[src/pisad_pkg.sv]
package pisad_pkg;

    // Decoded spaces that the block can select
    typedef enum logic [2:0] {
        PISAD_SP_NONE,
        PISAD_SP_LOCAL,
        PISAD_SP_IO,
        PISAD_SP_ID,
        PISAD_SP_INT,
        PISAD_SP_MEM
    } pisad_space_t;

    // Host side request as seen behind the bridge
    typedef struct packed {
        logic valid;
        logic mem_space;
        logic [2:0] bar;
        logic write;
        logic [31:0] offset;
        logic [15:0] wdata;
    } pisad_req_t;

    // Decode result
    typedef struct packed {
        logic hit;
        pisad_space_t space;
        logic [1:0] slot;
        logic [22:0] ip_addr;
    } pisad_dec_t;

    localparam logic [2:0] PISAD_BAR_IP = 3'h2;
    localparam int PISAD_SLOTS = 4;

    // Local control range
    localparam logic [31:0] PISAD_LOC_LO = 32'h0000_0500;
    localparam logic [31:0] PISAD_LOC_HI = 32'h0000_07FF;

    // Slot register area: slot base 0x1000 * (n+1), regions 0x100 apart
    localparam logic [31:0] PISAD_SLOT_BASE = 32'h0000_1000;
    localparam logic [31:0] PISAD_SLOT_STEP = 32'h0000_1000;
    localparam logic [31:0] PISAD_IO_OFS = 32'h0000_0000;
    localparam logic [31:0] PISAD_ID_OFS = 32'h0000_0100;
    localparam logic [31:0] PISAD_INT_OFS = 32'h0000_0200;
    localparam logic [31:0] PISAD_REG_SPAN = 32'h0000_0100;

    // Standard map memory windows, 8 MB each
    localparam logic [31:0] PISAD_MEM_STD_BASE = 32'h0100_0000;
    localparam logic [31:0] PISAD_MEM_STD_SIZE = 32'h0080_0000;
    localparam logic [31:0] PISAD_STD_SPAN = 32'h0400_0000;

    // Reduced map memory windows, 2 KB each
    localparam logic [31:0] PISAD_MEM_RED_BASE = 32'h0000_5000;
    localparam logic [31:0] PISAD_MEM_RED_SIZE = 32'h0000_0800;
    localparam logic [31:0] PISAD_RED_SPAN = 32'h0000_8000;

    // Slot clock rates and the bus timer
    localparam int PISAD_CLK_MHZ = 100;
    localparam int PISAD_IPCLK_SLOW_MHZ = 8;
    localparam int PISAD_IPCLK_FAST_MHZ = 32;
    localparam int PISAD_TIMEOUT_NS = 3200;
    localparam int PISAD_TIMEOUT_CYC =
        (PISAD_TIMEOUT_NS * PISAD_CLK_MHZ) / 1000;
    localparam int PISAD_TMR_W = 9;
    localparam logic [PISAD_TMR_W-1:0] PISAD_TMR_LAST =
        PISAD_TMR_W'(PISAD_TIMEOUT_CYC - 1);

    // Clock divider half periods in system cycles less one, rounded up so that
    // a slot never runs faster than the rate it asked for
    localparam logic [3:0] PISAD_HALF_SLOW =
        4'((PISAD_CLK_MHZ + 2 * PISAD_IPCLK_SLOW_MHZ - 1) /
           (2 * PISAD_IPCLK_SLOW_MHZ) - 1);
    localparam logic [3:0] PISAD_HALF_FAST =
        4'((PISAD_CLK_MHZ + 2 * PISAD_IPCLK_FAST_MHZ - 1) /
           (2 * PISAD_IPCLK_FAST_MHZ) - 1);

endpackage : pisad_pkg

[src/pisad_clkdiv.sv]
`timescale 1ns/1ps
// Per-slot IP bus clock, 8 or 32 MHz picked by a level
module pisad_clkdiv (
    input wire logic clk_in,
    input wire logic rst_in,
    input wire logic fast_in,
    output logic ipclk_out
);
    logic [3:0] cnt_reg;
    logic [3:0] cnt_next;
    logic clk_reg;
    logic clk_next;

    // Toggle at each half period; rate change applies to the half already running
    always_comb
    begin
        cnt_next = cnt_reg + 4'h1;
        clk_next = clk_reg;
        if (cnt_reg >= (fast_in ? pisad_pkg::PISAD_HALF_FAST
                                : pisad_pkg::PISAD_HALF_SLOW))
        begin
            cnt_next = 4'h0;
            clk_next = ~clk_reg;
        end
    end

    always_ff @(posedge clk_in)
    begin
        if (rst_in)
        begin
            cnt_reg <= 4'h0;
            clk_reg <= 1'b0;
        end
        else
        begin
            cnt_reg <= cnt_next;
            clk_reg <= clk_next;
        end
    end

    assign ipclk_out = clk_reg;
endmodule : pisad_clkdiv

[src/pisad_decoder.sv]
// What the document requires of this block, its modules and the host
// Claim only memory-space accesses; host I/O space is never decoded
// Standard map gives each slot 8 MB memory; whole map spans 64 MB
// Reduced map gives each slot only a 2 KB memory window
// Map choice comes from the configuration store strap, not a register
// Lowest 16 KB decodes the same way in both maps
// Local control registers decode at 0x500 to 0x7FF in both maps
// Slots at 0x1000..0x4000; I/O +0, ID +0x100, INT +0x200, 256 bytes
// Standard memory windows start at 0x0100_0000 in 8 MB steps
// Reduced memory windows start at 0x5000 in 2 KB steps
// Window sizing readback returns zeros in every decoded address bit
// Slots and local registers reached only through the third window
// Slot I/O region spans 128 words, 256 bytes
// Unanswered access with timer on completes locally and interrupts; code pulses TIMEOUT_OUT but raises no host interrupt
// Module supplies an ID PROM within a 128-word ID space
// Module gives at least 12 ID bytes in low bytes of first words
// ID PROM holds signature, maker, model, revision, reserved zero
// ID PROM holds driver ID, byte count, CRC, then pack data
// Host tolerates both byte and 16-bit word ID layouts
// Each slot clock is selectable between 8 and 32 MHz by software
// All slot interrupts drive one host line; status tells which slot
// Reading INT region runs an interrupt acknowledge cycle
// Timer replies after 3.2 us, only for valid slot addresses
// Unlisted offsets start no IP cycle and select no slot
// One slot select and one space strobe, with in-region offset
`timescale 1ns/1ps
module pisad_decoder (
    input wire logic SYS_CLK_IN,
    input wire logic RESET_IN,
    input wire logic REDUCED_MAP_IN,
    input wire pisad_pkg::pisad_req_t REQ_IN,
    input wire logic IP_ACK_IN,
    input wire logic [15:0] IP_RDATA_IN,
    input wire logic [3:0] CLK_FAST_IN,
    input wire logic TIMER_EN_IN,
    input wire logic [7:0] IP_IRQ_IN,
    output logic [31:0] SIZE_MASK_OUT,
    output logic DONE_OUT,
    output logic [15:0] RDATA_OUT,
    output logic TIMEOUT_OUT,
    output logic LOCAL_SEL_OUT,
    output logic [3:0] SLOT_SEL_OUT,
    output logic IO_SEL_OUT,
    output logic ID_SEL_OUT,
    output logic INT_SEL_OUT,
    output logic MEM_SEL_OUT,
    output logic IP_WRITE_OUT,
    output logic [22:0] IP_ADDR_OUT,
    output logic [15:0] IP_WDATA_OUT,
    output logic [3:0] IP_CLK_OUT,
    output logic HOST_IRQ_OUT,
    output logic [3:0] IRQ_SLOT_OUT
);
    typedef enum logic [1:0] {ST_IDLE, ST_CYCLE, ST_DONE} pisad_st_t;

    // Address decode for the request path; sizing uses the span constants
    function automatic pisad_pkg::pisad_dec_t decode(
        input logic [31:0] ofs, input logic reduced);
        pisad_pkg::pisad_dec_t d;
        logic [31:0] rel;
        logic [31:0] mbase;
        logic [31:0] msize;
        d = '0;
        mbase = reduced ? pisad_pkg::PISAD_MEM_RED_BASE
                        : pisad_pkg::PISAD_MEM_STD_BASE;
        msize = reduced ? pisad_pkg::PISAD_MEM_RED_SIZE
                        : pisad_pkg::PISAD_MEM_STD_SIZE;
        if (ofs >= pisad_pkg::PISAD_LOC_LO &&
            ofs <= pisad_pkg::PISAD_LOC_HI)
        begin
            d.hit = 1'b1;
            d.space = pisad_pkg::PISAD_SP_LOCAL;
        end
        for (int s = 0; s < pisad_pkg::PISAD_SLOTS; s++)
        begin
            rel = ofs - (pisad_pkg::PISAD_SLOT_BASE +
                         32'(s) * pisad_pkg::PISAD_SLOT_STEP);
            if (ofs >= pisad_pkg::PISAD_SLOT_BASE +
                       32'(s) * pisad_pkg::PISAD_SLOT_STEP &&
                rel < pisad_pkg::PISAD_INT_OFS + pisad_pkg::PISAD_REG_SPAN)
            begin
                d.hit = 1'b1;
                d.slot = 2'(s);
                d.ip_addr = 23'(rel[7:0]);
                if (rel < pisad_pkg::PISAD_ID_OFS)
                    d.space = pisad_pkg::PISAD_SP_IO;
                else if (rel < pisad_pkg::PISAD_INT_OFS)
                    d.space = pisad_pkg::PISAD_SP_ID;
                else
                    d.space = pisad_pkg::PISAD_SP_INT;
            end
            rel = ofs - (mbase + 32'(s) * msize);
            if (ofs >= mbase + 32'(s) * msize && rel < msize)
            begin
                d.hit = 1'b1;
                d.slot = 2'(s);
                d.space = pisad_pkg::PISAD_SP_MEM;
                d.ip_addr = rel[22:0];
            end
        end
        return d;
    endfunction : decode

    pisad_st_t st_reg, st_next;
    logic [pisad_pkg::PISAD_TMR_W-1:0] tmr_reg, tmr_next;
    logic done_reg, done_next;
    logic [15:0] rdata_reg, rdata_next;
    logic tout_reg, tout_next;
    logic loc_reg, loc_next;
    logic [3:0] slot_reg, slot_next;
    logic io_reg, io_next, id_reg, id_next;
    logic int_reg, int_next, mem_reg, mem_next;
    logic wr_reg, wr_next;
    logic [22:0] addr_reg, addr_next;
    logic [15:0] wdata_reg, wdata_next;
    logic [31:0] size_reg;
    logic irq_reg;
    logic [3:0] irqs_reg;
    logic [3:0] ipclk;
    pisad_pkg::pisad_dec_t dec;
    logic claim;

    assign dec = decode(REQ_IN.offset, REDUCED_MAP_IN);
    // Only memory space through the third window is claimed
    assign claim = REQ_IN.valid && REQ_IN.mem_space &&
                   REQ_IN.bar == pisad_pkg::PISAD_BAR_IP;

    // Request sequencing: decode, run IP cycle, wait ack or timeout
    always_comb
    begin
        st_next = st_reg;
        tmr_next = tmr_reg;
        done_next = 1'b0;
        rdata_next = rdata_reg;
        tout_next = 1'b0;
        loc_next = loc_reg;
        slot_next = slot_reg;
        io_next = io_reg;
        id_next = id_reg;
        int_next = int_reg;
        mem_next = mem_reg;
        wr_next = wr_reg;
        addr_next = addr_reg;
        wdata_next = wdata_reg;
        case (st_reg)
            ST_IDLE:
            begin
                if (claim)
                begin
                    wr_next = REQ_IN.write;
                    wdata_next = REQ_IN.wdata;
                    addr_next = dec.ip_addr;
                    tmr_next = '0;
                    if (dec.hit && dec.space != pisad_pkg::PISAD_SP_LOCAL)
                    begin
                        // Exactly one slot and one space per access
                        slot_next = 4'h1 << dec.slot;
                        io_next = dec.space == pisad_pkg::PISAD_SP_IO;
                        id_next = dec.space == pisad_pkg::PISAD_SP_ID;
                        // Read here is an interrupt acknowledge cycle
                        int_next = dec.space == pisad_pkg::PISAD_SP_INT;
                        mem_next = dec.space == pisad_pkg::PISAD_SP_MEM;
                        st_next = ST_CYCLE;
                    end
                    else
                    begin
                        // Local range handed off; misses just complete
                        loc_next = dec.hit;
                        rdata_next = 16'h0000;
                        done_next = 1'b1;
                        st_next = ST_DONE;
                    end
                end
            end
            ST_CYCLE:
            begin
                tmr_next = tmr_reg + 1'b1;
                if (IP_ACK_IN)
                begin
                    rdata_next = IP_RDATA_IN;
                    done_next = 1'b1;
                    st_next = ST_DONE;
                end
                else if (TIMER_EN_IN && tmr_reg == pisad_pkg::PISAD_TMR_LAST)
                begin
                    // Timer makes the reply for a silent module
                    rdata_next = 16'hFFFF;
                    done_next = 1'b1;
                    tout_next = 1'b1;
                    st_next = ST_DONE;
                end
                else if (tmr_reg == pisad_pkg::PISAD_TMR_LAST)
                    tmr_next = tmr_reg; // Hang as real bus would
                if (st_next == ST_DONE)
                begin
                    slot_next = 4'h0;
                    io_next = 1'b0;
                    id_next = 1'b0;
                    int_next = 1'b0;
                    mem_next = 1'b0;
                end
            end
            ST_DONE:
            begin
                // One idle cycle so the host drops its request
                loc_next = 1'b0;
                st_next = ST_IDLE;
            end
            default:
                st_next = ST_IDLE;
        endcase
    end

    always_ff @(posedge SYS_CLK_IN)
    begin
        if (RESET_IN)
        begin
            st_reg <= ST_IDLE;
            tmr_reg <= '0;
            done_reg <= 1'b0;
            rdata_reg <= 16'h0000;
            tout_reg <= 1'b0;
            loc_reg <= 1'b0;
            slot_reg <= 4'h0;
            io_reg <= 1'b0;
            id_reg <= 1'b0;
            int_reg <= 1'b0;
            mem_reg <= 1'b0;
            wr_reg <= 1'b0;
            addr_reg <= '0;
            wdata_reg <= 16'h0000;
        end
        else
        begin
            st_reg <= st_next;
            tmr_reg <= tmr_next;
            done_reg <= done_next;
            rdata_reg <= rdata_next;
            tout_reg <= tout_next;
            loc_reg <= loc_next;
            slot_reg <= slot_next;
            io_reg <= io_next;
            id_reg <= id_next;
            int_reg <= int_next;
            mem_reg <= mem_next;
            wr_reg <= wr_next;
            addr_reg <= addr_next;
            wdata_reg <= wdata_next;
        end
    end

    // Sizing mask, interrupt merge; strap sampled every clock
    always_ff @(posedge SYS_CLK_IN)
    begin
        if (RESET_IN)
        begin
            size_reg <= 32'h0000_0000;
            irq_reg <= 1'b0;
            irqs_reg <= 4'h0;
        end
        else
        begin
            size_reg <= ~((REDUCED_MAP_IN ? pisad_pkg::PISAD_RED_SPAN
                          : pisad_pkg::PISAD_STD_SPAN) - 32'h1);
            irq_reg <= |IP_IRQ_IN;
            for (int s = 0; s < pisad_pkg::PISAD_SLOTS; s++)
                irqs_reg[s] <= |IP_IRQ_IN[2*s +: 2];
        end
    end

    // Slot clocks, each rate set by its own control level
    for (genvar g = 0; g < pisad_pkg::PISAD_SLOTS; g++)
    begin : g_clk
        pisad_clkdiv u_div (
            .clk_in(SYS_CLK_IN),
            .rst_in(RESET_IN),
            .fast_in(CLK_FAST_IN[g]),
            .ipclk_out(ipclk[g])
        );
    end

    assign SIZE_MASK_OUT = size_reg;
    assign DONE_OUT = done_reg;
    assign RDATA_OUT = rdata_reg;
    assign TIMEOUT_OUT = tout_reg;
    assign LOCAL_SEL_OUT = loc_reg;
    assign SLOT_SEL_OUT = slot_reg;
    assign IO_SEL_OUT = io_reg;
    assign ID_SEL_OUT = id_reg;
    assign INT_SEL_OUT = int_reg;
    assign MEM_SEL_OUT = mem_reg;
    assign IP_WRITE_OUT = wr_reg;
    assign IP_ADDR_OUT = addr_reg;
    assign IP_WDATA_OUT = wdata_reg;
    assign IP_CLK_OUT = ipclk;
    assign HOST_IRQ_OUT = irq_reg;
    assign IRQ_SLOT_OUT = irqs_reg;
endmodule : pisad_decoder

[config.mk]
export PLATFORM = sky130hd
export DESIGN_NAME = pisad_decoder
export DESIGN_NICKNAME = d
export VERILOG_FILES = /design/src/pisad_pkg.sv /design/src/pisad_clkdiv.sv /design/src/pisad_decoder.sv
export SDC_FILE = /design/constraint.sdc
export NUM_CORES = 1
export LEC_CHECK = 0
export ABC_AREA = 1
export BUFFER_PORTS_ARGS = -buffer_cell sky130_fd_sc_hd__buf_4
export CAP_MARGIN = 40
export CORE_MARGIN = 2
export CORE_UTILIZATION = 40
export DETAILED_ROUTE_END_ITERATION = 8
export GPL_TIMING_DRIVEN = 0
export PLACE_DENSITY_LB_ADDON = 0.2
export SETUP_SLACK_MARGIN = 0.05
export SYNTH_ARGS = -nofsm -noshare
export SYNTH_HDL_FRONTEND = slang
export SYNTH_SLANG_ARGS = --single-unit
[constraint.sdc]
create_clock -name SYS_CLK_IN -period 5.9 [get_ports SYS_CLK_IN]
set_clock_uncertainty 0.15 [all_clocks]
set_input_delay 1.475 -clock SYS_CLK_IN [delete_from_list [all_inputs] [get_ports SYS_CLK_IN]]
set_output_delay 1.475 -clock SYS_CLK_IN [all_outputs]
set_load 0.1 [all_outputs]
### After elaboration in Yosys (flattened, before gate mapping)

Index checks and enable logic that the tools add are counted.

| storage, ports and cells | value |
|---|---|
| register bits | 135 |

| operators by class | value |
|---|---|
| $add $sub $neg | 17 |
| $mul | 1 |
| $lt $le $gt $ge | 30 |
| eq/ne operators | 16 |
| shift-type cells | 1 |
| muxes and demuxes | 65 |
| bitwise operators | 6 |
| reductions and logical operators | 31 |

Operators with widths:

| cell | number |
|---|---|
| 32-bit by 10-bit < comparator with 1-bit output, second input constant | 8 |
| 29-bit 2-to-1 mux | 8 |
| 32-bit by 24-bit < comparator with 1-bit output | 4 |
| 32-bit by 9-bit < comparator with 1-bit output, second input constant | 4 |
| 32-bit subtractor | 3 |
| 32-bit by 14-bit greater-or-equal comparator with 1-bit output, second input constant | 2 |
| 32-bit by 26-bit greater-or-equal comparator with 1-bit output | 2 |
| 16-bit 2-to-1 mux | 4 |
| 32-bit by 14-bit subtractor with 32-bit output, second input constant | 2 |
| 3-bit 2-to-1 mux | 12 |
| 9-bit 2-to-1 mux | 4 |
| 32-bit by 11-bit greater-or-equal comparator with 1-bit output, second input constant | 1 |
| 32-bit by 13-bit greater-or-equal comparator with 1-bit output, second input constant | 1 |
| 32-bit by 15-bit greater-or-equal comparator with 1-bit output, second input constant | 1 |
| 32-bit by 25-bit greater-or-equal comparator with 1-bit output | 1 |
| 32-bit by 27-bit greater-or-equal comparator with 1-bit output | 1 |
| 32-bit by 11-bit <= comparator with 1-bit output, second input constant | 1 |
| 32-bit inverter | 1 |
| 16-bit one-hot mux with 2 select lines | 1 |
| 32-bit by 13-bit subtractor with 32-bit output, second input constant | 1 |
| 32-bit by 15-bit subtractor with 32-bit output, second input constant | 1 |
| 32-bit by 25-bit subtractor with 32-bit output | 1 |
| 27-bit by 1-bit subtractor with 28-bit output, second input constant | 1 |
| 25-bit by 26-bit adder with 27-bit output | 1 |
| other kinds (36) | 101 |

### Longest topological paths before layout

Gate-level depths: netlist (run 1).

| depth | value |
|---|---|
| depth in word-level cells | 17 |
| gate-level depth with buffers | 28 |
| mapped depth without buffers | 28 |

### Modules after synthesis

Synthesis (run 1) repeated with hierarchy kept, for this count alone.

| unflattened totals | value |
|---|---|
| cell total of the unflattened synthesis | 1590 |
| area, all modules | 9456.6 um^2 |

Modules (own cells, without submodules):

| module | instances | cells an instance | area each (um^2) | sequential area each (um^2) |
|---|---|---|---|---|
| pisad_decoder | 1 | 1438 | 8350.5 | 1701.6 |
| pisad_clkdiv | 4 | 38 | 276.5 | 100.1 |

### Worst setup path before layout (run 1)

OpenSTA, ideal clock, no wires.

| path | value |
|---|---|
| kind | input port to flip-flop |
| start | in REDUCED_MAP_IN |
| end | reg slot_reg[1], in the netlist SLOT_SEL_OUT[1] |
| setup time | 0.074 ns |
| arrival | 4.041 ns |
| required time | 5.676 ns |
| setup slack | 1.635 ns |
| stages | 24 |
| buffers on the path | 2 |
| cells stage by stage | inv_1 > ha_1 > buf_2 > nand2_1 > nand2_1 > nor2_1 > nand2_2 > xor2_1 > inv_1 > ha_1 > inv_1 > nand2_1 > nor2_1 > nand2_1 > nor2_2 > nand3_2 > nand2_1 > nor3_2 > nand3_2 > nand2_4 > inv_2 > buf_6 > nor2_1 > nor3_2 |

| on the way | value |
|---|---|
| longest elaborated chain between the ends | 15 |

Ends and longest elaborated chain:

| what | RTL line | source |
|---|---|---|
| start, declared | pisad_decoder.sv:30 | `input wire logic REDUCED_MAP_IN,` |
| parallel branches: the longest is 10 deep, another holds 32-bit subtractor | -- |  |
| 29-bit 2-to-1 mux * | pisad_decoder.sv:93 | `if (ofs >= mbase + 32'(s) * msize && rel < msize)` |
| 3-bit by 1-bit != test with 1-bit output or 1-bit by 2-bit << shifter with 4-bit output (tied branches) | pisad_decoder.sv:154, pisad_decoder.sv:157 |  |
| 1-bit logical AND or 4-bit 2-to-1 mux (tied branches) | pisad_decoder.sv:154 | `if (dec.hit && dec.space != pisad_pkg::PISAD_SP_LOCAL)` |
| 2-bit != test (no source line) or 4-bit 2-to-1 mux (tied branches) | -- |  |
| 4-bit AND reduction (no source line) or 4-bit one-hot mux with 2 select lines (tied branches) | -- |  |
| end signal, assigned | pisad_decoder.sv:241 | `slot_reg <= slot_next;` |
| end, declared | pisad_decoder.sv:110 | `logic [3:0] slot_reg, slot_next;` |

Every way passes the cells marked *. The select of a mux whose other input is x is not followed.
A chain may end at the register's enable or synchronous reset.

### Worst setup path after layout (run 1)

| path | value |
|---|---|
| start | in REDUCED_MAP_IN |
| end | reg addr_reg[20], in the netlist IP_ADDR_OUT[20] |

| on the way | value |
|---|---|
| longest elaborated chain between the ends | 11 |

Ends and longest elaborated chain:

| what | RTL line | source |
|---|---|---|
| parallel branches: the longest is 10 deep, another holds 32-bit subtractor | -- |  |
| 29-bit 2-to-1 mux * | pisad_decoder.sv:93 |  |
| end signal, assigned | pisad_decoder.sv:247 | `addr_reg <= addr_next;` |
| end, declared | pisad_decoder.sv:114 | `logic [22:0] addr_reg, addr_next;` |

Every way passes the cells marked *.

==> summary.md, run 1 <==
| Metric | Value |
|---|---|
| Status | completed |
| Final hold violations | 0 |
| Xor/xnor cell area share of the yosys netlist | 0.04819 |
| RSZ-0062 raised after global routing | false |
| GR peak layer | met2 |
| GR Util met3 | 0.03498 |
| Multi-input logic area | 6805 µm² |
| H-Tree Depth | 3 |
| Slew Limit Fails | 0 |
| Avg Cell Area, Syn | 5.981 µm² |
| Met1 track utilization from global routing | 0.3914 |
| Congestion Overflow GR | 0 |
| Top post-synthesis cells by count | 443 x nand2_1, 260 x nor2_1, 141 x inv_1, 141 x nand3_1, 105 x dfxtp_1 |
| # diodes | 0 |
| # fillers | 2,621 |
| Top-count cell post-synth | nand2_1 |
| Row count | 57 |
| Final routed DRC violation total | 0 |
| Fraction of layout cells with a size suffix above 1 | 0.1870 |
| Met2 usage | 0.4795 |
| Clk Latency, worst-skew pair | 0.35 ns |
| Int Pwr | 1.254 mW |
| Compound-Gate Fraction of Synth Area | 0.1176 |
| Fmax | 192.3 MHz |
| Post-synthesis adder-cell area fraction | 0.04718 |
| LEAKAGE | 5.846 nW |
| CTS tree | done |
| Routed WL | 39,800 µm |
| Post-synthesis mux area share | 0 |
| Cts hold-fix bufs | 0 |
| WHS | 0.3028 ns |
| Slew @ Worst Pin | 0.9037 ns |
| Post_cts resized | 0 |
| Power per cell area | 177.0 nW/µm² |
| Cell variety after synth | 59 |
| Worst slack after detailed placement | 0.3801 ns |
| Main combinational cell family by area after synthesis | simple AND/OR/NAND/NOR gates |
| Comb power frac | 0.356 |
| Largest net degree at the start of global routing | 23 |
| Register area share after synthesis | 0.2108 |
| CP Data Required Time | 6.03 ns |
| Worst setup SP type | input port |
| Worst VDD drop | 0.0001332 V |
| CP max FO | 13 |
| Kind of critical path | in2reg |
| Crit. End Element | flip-flop |
| Tot Pwr | 2.134 mW |
| Post-synth EDFFs | 0 |
| Clk sink count | 105 |
| Die width | 161.9 µm |
| Simple-Gate Fraction of Synth Area | 0.4639 |
| Clock network power share | 0.289 |
| DR WL/cell | 18.12 µm |
| Synthesized instance count | 1,667 |
| Setup TNS | 0 ns |
| # setup viols final | 0 |
| Core area | 24,390 µm² |
| Ys async rst share | 0 |
| Reg-to-reg setup timing slack | 3.02 ns |
| Slew margin rel. | 0.3975 |
| DIE AREA | 26,210 µm² |
| Cell area after synthesis | 9971 µm² |
| Synth Warn # | 0 |
| Top cell type's share of synthesized area | 0.2108 |
| Clk root buf | clkbuf_16 |
| PortBufs | 175 |
| Routability cong. | 1.035 |
| Die height | 161.9 µm |
| Final net count | 1,991 |
| Drt initial violations | 1,077 |
| Sw frac | 0.4123 |
| Psw | 879.9 µW |
| FF+latch count, synth | 105 |
| Sequential cell fraction of total power | 0.355 |
| Starting Density | 0.4088 |
| Min Tclk post-route | 5.199 ns |
| Vias/cell | 5.350 |
| Worst Hold Class | reg2reg |
| Total CTS buffers | 9 |
| # Post-CTS Setup Buffers | 0 |
| Initial antenna violation count | 0 |
| Clock Tree Buf Depth | 2 |
| Top cells by area, synth | dfxtp_1 21%, nand2_1 17%, nor2_1 9.8% |
| Register area | 2102 µm² |
| Max Cap Violations | 0 |
| Largest register FFs | 23 |
| Leading area contributor after synthesis | dfxtp_1 |
| First-pass GRT wire length | 60,040 µm |
| Via count | 11,750 |
| DP Wirelength | 32,190 µm |
| Critical Path AT | 5.33 ns |
| Vias in the first global route | 10,740 |
| TritonRoute pass-1 iters | 6 |
| Routed Antenna Nets | 0 |
| Crit share post-route | 0.8813 |
| Clock-pin slew of the registers on the worst-case setup and hold paths | 0.08 ns |
| Ys flop type | dfxtp_1 |
| Worst Slack Setup Final | 0.7006 ns |
| Total GRT Usage | 0.2943 |
| Num ports | 195 |
| Layout area overhead | 20.94% |
metal layers:
layer / wire [µm] / share of wire
met2: 17770 / 0.45
met4: 1885 / 0.047
met3: 3099 / 0.078
met5: 0 / 0
met1: 17040 / 0.43
path summary, 6_finish.rpt:
kind,start,to,cells past startpoint
max,REDUCED_MAP_IN,IP_ADDR_OUT[20],26
min,g_clk[0].u_div.ipclk_out,g_clk[0].u_div.ipclk_out,1
max reg2reg,tmr_reg[0],st_reg[1],12
min reg2reg,g_clk[0].u_div.ipclk_out,g_clk[0].u_div.ipclk_out,1
power by group through the flow:
stage	Sequential [mW]	Clock, mW	Combinational (mW)
4_1_cts	0.758	0.631	0.750
2_1_floorplan	0.842	0	0.469
6_report	0.758	0.618	0.759
3_5_place_dp	0.775	0	0.748
5_1_grt	0.763	0.657	0.815
3_3_place_gp	0.774	0	0.741
critical path, stage by stage:
cell      delay [ns]
buf_4           0.24
inv_1           0.21
ha_1            0.38
buf_2           0.21
nand2_1         0.07
nand2_1         0.09
inv_1           0.12
nand2_1         0.09
inv_1           0.13
nand2_1         0.10
xor2_1          0.15
ha_1            0.18
nand3b_1        0.18
inv_1           0.08
nand3_1         0.06
nor2_1          0.08
nand2_1         0.05
nor2_1          0.35
nand2_1         0.23
inv_1           0.12
nand2_2         0.14
o22ai_1         0.22
nand2_1         0.08
nand2_1         0.07
nand2_1         0.05
a31oi_1         0.14
cells in the final DEF, fill, tap and decap left out, types with 4 or more instances in the layout:
master	n
nand2_1	443
nor2_1	260
buf_4	212
inv_1	141
nand3_1	141
dfxtp_1	105
o21ai_0	100
a21oi_1	61
xor2_1	48
nand4_1	40
ha_1	36
clkbuf_1	25
nand2_2	24
nor3_1	21
buf_2	17
conb_1	15
nor2_2	14
nor2_4	14
nor4_1	12
inv_2	11
nand2_4	10
o21ai_1	9
clkbuf_16	9
nand3_2	8
o21a_1	7
o22ai_1	7
a31oi_1	6
buf_6	5
nor3_2	5
xnor2_1	5
a211oi_1	5
clkinv_1	4
nand3b_1	4
area by class of cell:
cell class / instances / area share
clock buffer: 9 / 0.01868
buffer: 87 / 0.04347
tap: 324 / 0.03362
timing repair buffer: 175 / 0.1089
sequential: 105 / 0.1743
inverter: 157 / 0.04908
multi-input combinational: 1332 / 0.5643
clock inverter: 7 / 0.007574
stage by stage:
step	util	area (µm²)	std cells
after detailed placement	0.4814	11740	2180
final	0.4944	12060	2196
after CTS	0.4944	12060	2196
after floorplan	-	10020	1681
after global placement	0.4814	11740	2180
after global routing	0.4944	12060	2196
cells by family after synthesis:
kind of cell             after synthesis
flip-flops                           105
buffers and inverters                244
XOR/XNOR                              54
other                                  1
AND/OR/NAND/NOR                     1014
adder cells (fa/ha/maj)               37
AO/OA/AOI/OAI                        212
(Power assumes the default switching activity.)
==> run 2: changes to the inputs <==
- BUFFER_PORTS_ARGS: -buffer_cell sky130_fd_sc_hd__buf_4 -> unset
- DONT_BUFFER_PORTS: unset -> 1
- PLACE_DENSITY: unset -> 0.53
- PLACE_DENSITY_LB_ADDON: 0.2 -> unset
- RECOVER_POWER: unset -> 25
==> run 2 against run 1 <==
  * Routed wire length decreased by 0.29%
  * Global-route usage is 0.48 points higher
  * Clock power up 1%
  * Design area fell by 4.0%
  * Sequential share of layout area increased by 0.73 points
  * Via count shrank 3.1%
  * Utilization decreased by 2.0 points
  * Final cell count shrank 4.6%
  * Die area did not move
==> summary.md, run 2 (same netlist as run 1, synthesis figures left out) <==
| Metric | Value |
|---|---|
| RSZ-0062 raised after global routing | false (unchanged) |
| Max Cap Violations | 0 (unchanged) |
| Worst setup SP type | input port (unchanged) |
| # fillers | 2,631 (was 2,621) |
| Total GRT Usage | 0.2991 (was 0.2943) |
| WHS | 0.3115 ns (was 0.3028 ns) |
| Die width | 161.9 µm (unchanged) |
| DP Wirelength | 32,390 µm (was 32,190 µm) |
| Psw | 866.3 µW (was 879.9 µW) |
| Multi-input logic area | 6805 µm² (unchanged) |
| # Post-CTS Setup Buffers | 0 (unchanged) |
| Fmax | 203.9 MHz (was 192.3 MHz) |
| # setup viols final | 0 (unchanged) |
| Most common cell after layout, fill and taps aside | nand2_1 (unchanged) |
| Sw frac | 0.4174 (was 0.4123) |
| Routed Antenna Nets | 0 (unchanged) |
| Worst VDD drop | 0.0001308 V (was 0.0001332 V) |
| Clock Tree Buf Depth | 2 (unchanged) |
| Layout area overhead | 16.11% (was 20.94%) |
| Slew @ Worst Pin | 1.213 ns (was 0.9037 ns) |
| Final hold violations | 0 (unchanged) |
| Clk Latency, worst-skew pair | 0.36 ns (was 0.35 ns) |
| Finished Layout Cells | 2,095 (was 2,196) |
| CP Data Required Time | 6.04 ns (was 6.03 ns) |
| Routability cong. | 1.010 (was 1.035) |
| First-pass GRT wire length | 60,790 µm (was 60,040 µm) |
| Layout Utilization | 0.4747 (was 0.4944) |
| Clock network power share | 0.302 (was 0.289) |
| CTS tree | done (unchanged) |
| Drt initial violations | 1,043 (was 1,077) |
| Hold depth | 1 (unchanged) |
| Final net count | 1,890 (was 1,991) |
| Crit. End Element | flip-flop (unchanged) |
| Kind of critical path | in2reg (unchanged) |
| Initial antenna violation count | 0 (unchanged) |
| Congestion Overflow GR | 0 (unchanged) |
| Starting Density | 0.4088 (unchanged) |
| DR WL/cell | 18.94 µm (was 18.12 µm) |
| Final routed DRC violation total | 0 (unchanged) |
| Clock-pin slew of the registers on the worst-case setup and hold paths | 0.08 ns (about the same) |
| Clk root buf | clkbuf_16 (unchanged) |
| Vias in the first global route | 10,700 (was 10,740) |
| Total CTS buffers | 9 (unchanged) |
| Worst Slack Setup Final | 0.9952 ns (was 0.7006 ns) |
| Worst slack after detailed placement | 0.6757 ns (was 0.3801 ns) |
| Worst Hold Class | reg2reg (unchanged) |
| Met1 track utilization from global routing | 0.4033 (was 0.3914) |
| Vias/cell | 5.434 (was 5.350) |
| Slew Limit Fails | 0 (unchanged) |
| Sequential cell fraction of total power | 0.366 (was 0.355) |
| Int Pwr | 1.209 mW (was 1.254 mW) |
| Path depth of the worst reg2reg path | 13 (was 12) |
| Setup TNS | 0 ns (unchanged) |
| DIE AREA | 26,210 µm² (unchanged) |
| Most frequent cells in the layout | 443 x nand2_1, 260 x nor2_1, 141 x inv_1, 141 x nand3_1, 105 x dfxtp_1 (was 443 x nand2_1, 260 x nor2_1, 212 x buf_4, 141 x inv_1, 141 x nand3_1) |
| Comb power frac | 0.332 (was 0.356) |
| CP max FO | 13 (unchanged) |
| GR peak layer | met2 (unchanged) |
| H-Tree Depth | 3 (unchanged) |
| Crit share post-route | 0.8313 (was 0.8813) |
| Critical Path AT | 5.05 ns (was 5.33 ns) |
| Die height | 161.9 µm (unchanged) |
| Placed Area | 11,840 µm² (was 11,740 µm²) |
| Register area | 2102 µm² (unchanged) |
| Largest register FFs | 23 (unchanged) |
| Cts hold-fix bufs | 0 (unchanged) |
| Largest net degree at the start of global routing | 23 (unchanged) |
| Routed WL | 39,680 µm (was 39,800 µm) |
| Row count | 57 (unchanged) |
| Slew margin rel. | 0.1945 (was 0.3975) |
| Fraction of layout cells with a size suffix above 1 | 0.1141 (was 0.1870) |
| Via count | 11,390 (was 11,750) |
| Met2 usage | 0.4836 (was 0.4795) |
| Post-route cell area | 11,580 µm² (was 12,060 µm²) |
| Status | completed (unchanged) |
| Core area | 24,390 µm² (unchanged) |
| PortBufs | 0 (was 175) |
| TritonRoute pass-1 iters | 5 (was 6) |
| Placed Cells | 2,079 (was 2,180) |
| Power per cell area | 179.3 nW/µm² (was 177.0 nW/µm²) |
| Num ports | 195 (unchanged) |
| GR Util met3 | 0.05286 (was 0.03498) |
| Tot Pwr | 2.075 mW (was 2.134 mW) |
| LEAKAGE | 5.291 nW (was 5.846 nW) |
| Post_cts resized | 0 (unchanged) |
| # diodes | 0 (unchanged) |
| Clk sink count | 105 (unchanged) |
| Min Tclk post-route | 4.905 ns (was 5.199 ns) |
run 2: area by class of cell:
class                           count  area share
Clock inverter                      7    0.007889
Multi-Input combinational cell   1332      0.5878
Inverter                          157     0.05112
Clock buffer                        9     0.01945
Timing Repair Buffer               74     0.07187
Tap cell                          324     0.03502
Sequential cell                   105      0.1816
Buffer                             87     0.04528
run 2: metal layers:
layer | vias to the layer above | routed length [µm]
li1 | 5562 | -
met1 | 5222 | 17600
met2 | 523 | 17670
met3 | 78 | 3082
met4 | 0 | 1332
met5 | - | 0
run 2: path summary, 6_finish.rpt:
path | to | slack, ns | from
setup / recovery | IP_ADDR_OUT[17] | 1.0 | REDUCED_MAP_IN
hold / removal | g_clk[0].u_div.ipclk_out | 0.31 | g_clk[0].u_div.ipclk_out
setup reg to reg | RDATA_OUT[12] | 2.96 | tmr_reg[0]
hold reg to reg | g_clk[0].u_div.ipclk_out | 0.31 | g_clk[0].u_div.ipclk_out
run 2: power groups by stage:
| stage | clock network [mW] | registers (mW) | logic, mW |
|---|---|---|---|
| 6_report | 0.627 | 0.759 | 0.690 |
| 5_1_grt | 0.669 | 0.764 | 0.746 |
| 4_1_cts | 0.641 | 0.763 | 0.698 |
| 3_5_place_dp | 0 | 0.779 | 0.696 |
| 3_3_place_gp | 0 | 0.847 | 0.587 |
| 2_1_floorplan | 0 | 0.842 | 0.469 |
run 2: critical path, stage by stage:
cell and delay (ns):
inv_1 0.19, ha_1 0.32, buf_2 0.22, nand2_1 0.08
nand2_1 0.08, inv_1 0.12, nand2_1 0.11, inv_1 0.13
nand2_1 0.10, xor2_1 0.15, ha_1 0.18, nand3b_1 0.19
inv_1 0.09, nand3_1 0.06, nor2_1 0.09, nand2_1 0.06
nor2_1 0.31, nand2_1 0.22, inv_1 0.12, nand2_2 0.14
o22ai_1 0.19, a22o_1 0.16, a21oi_1 0.13, nor2_1 0.11
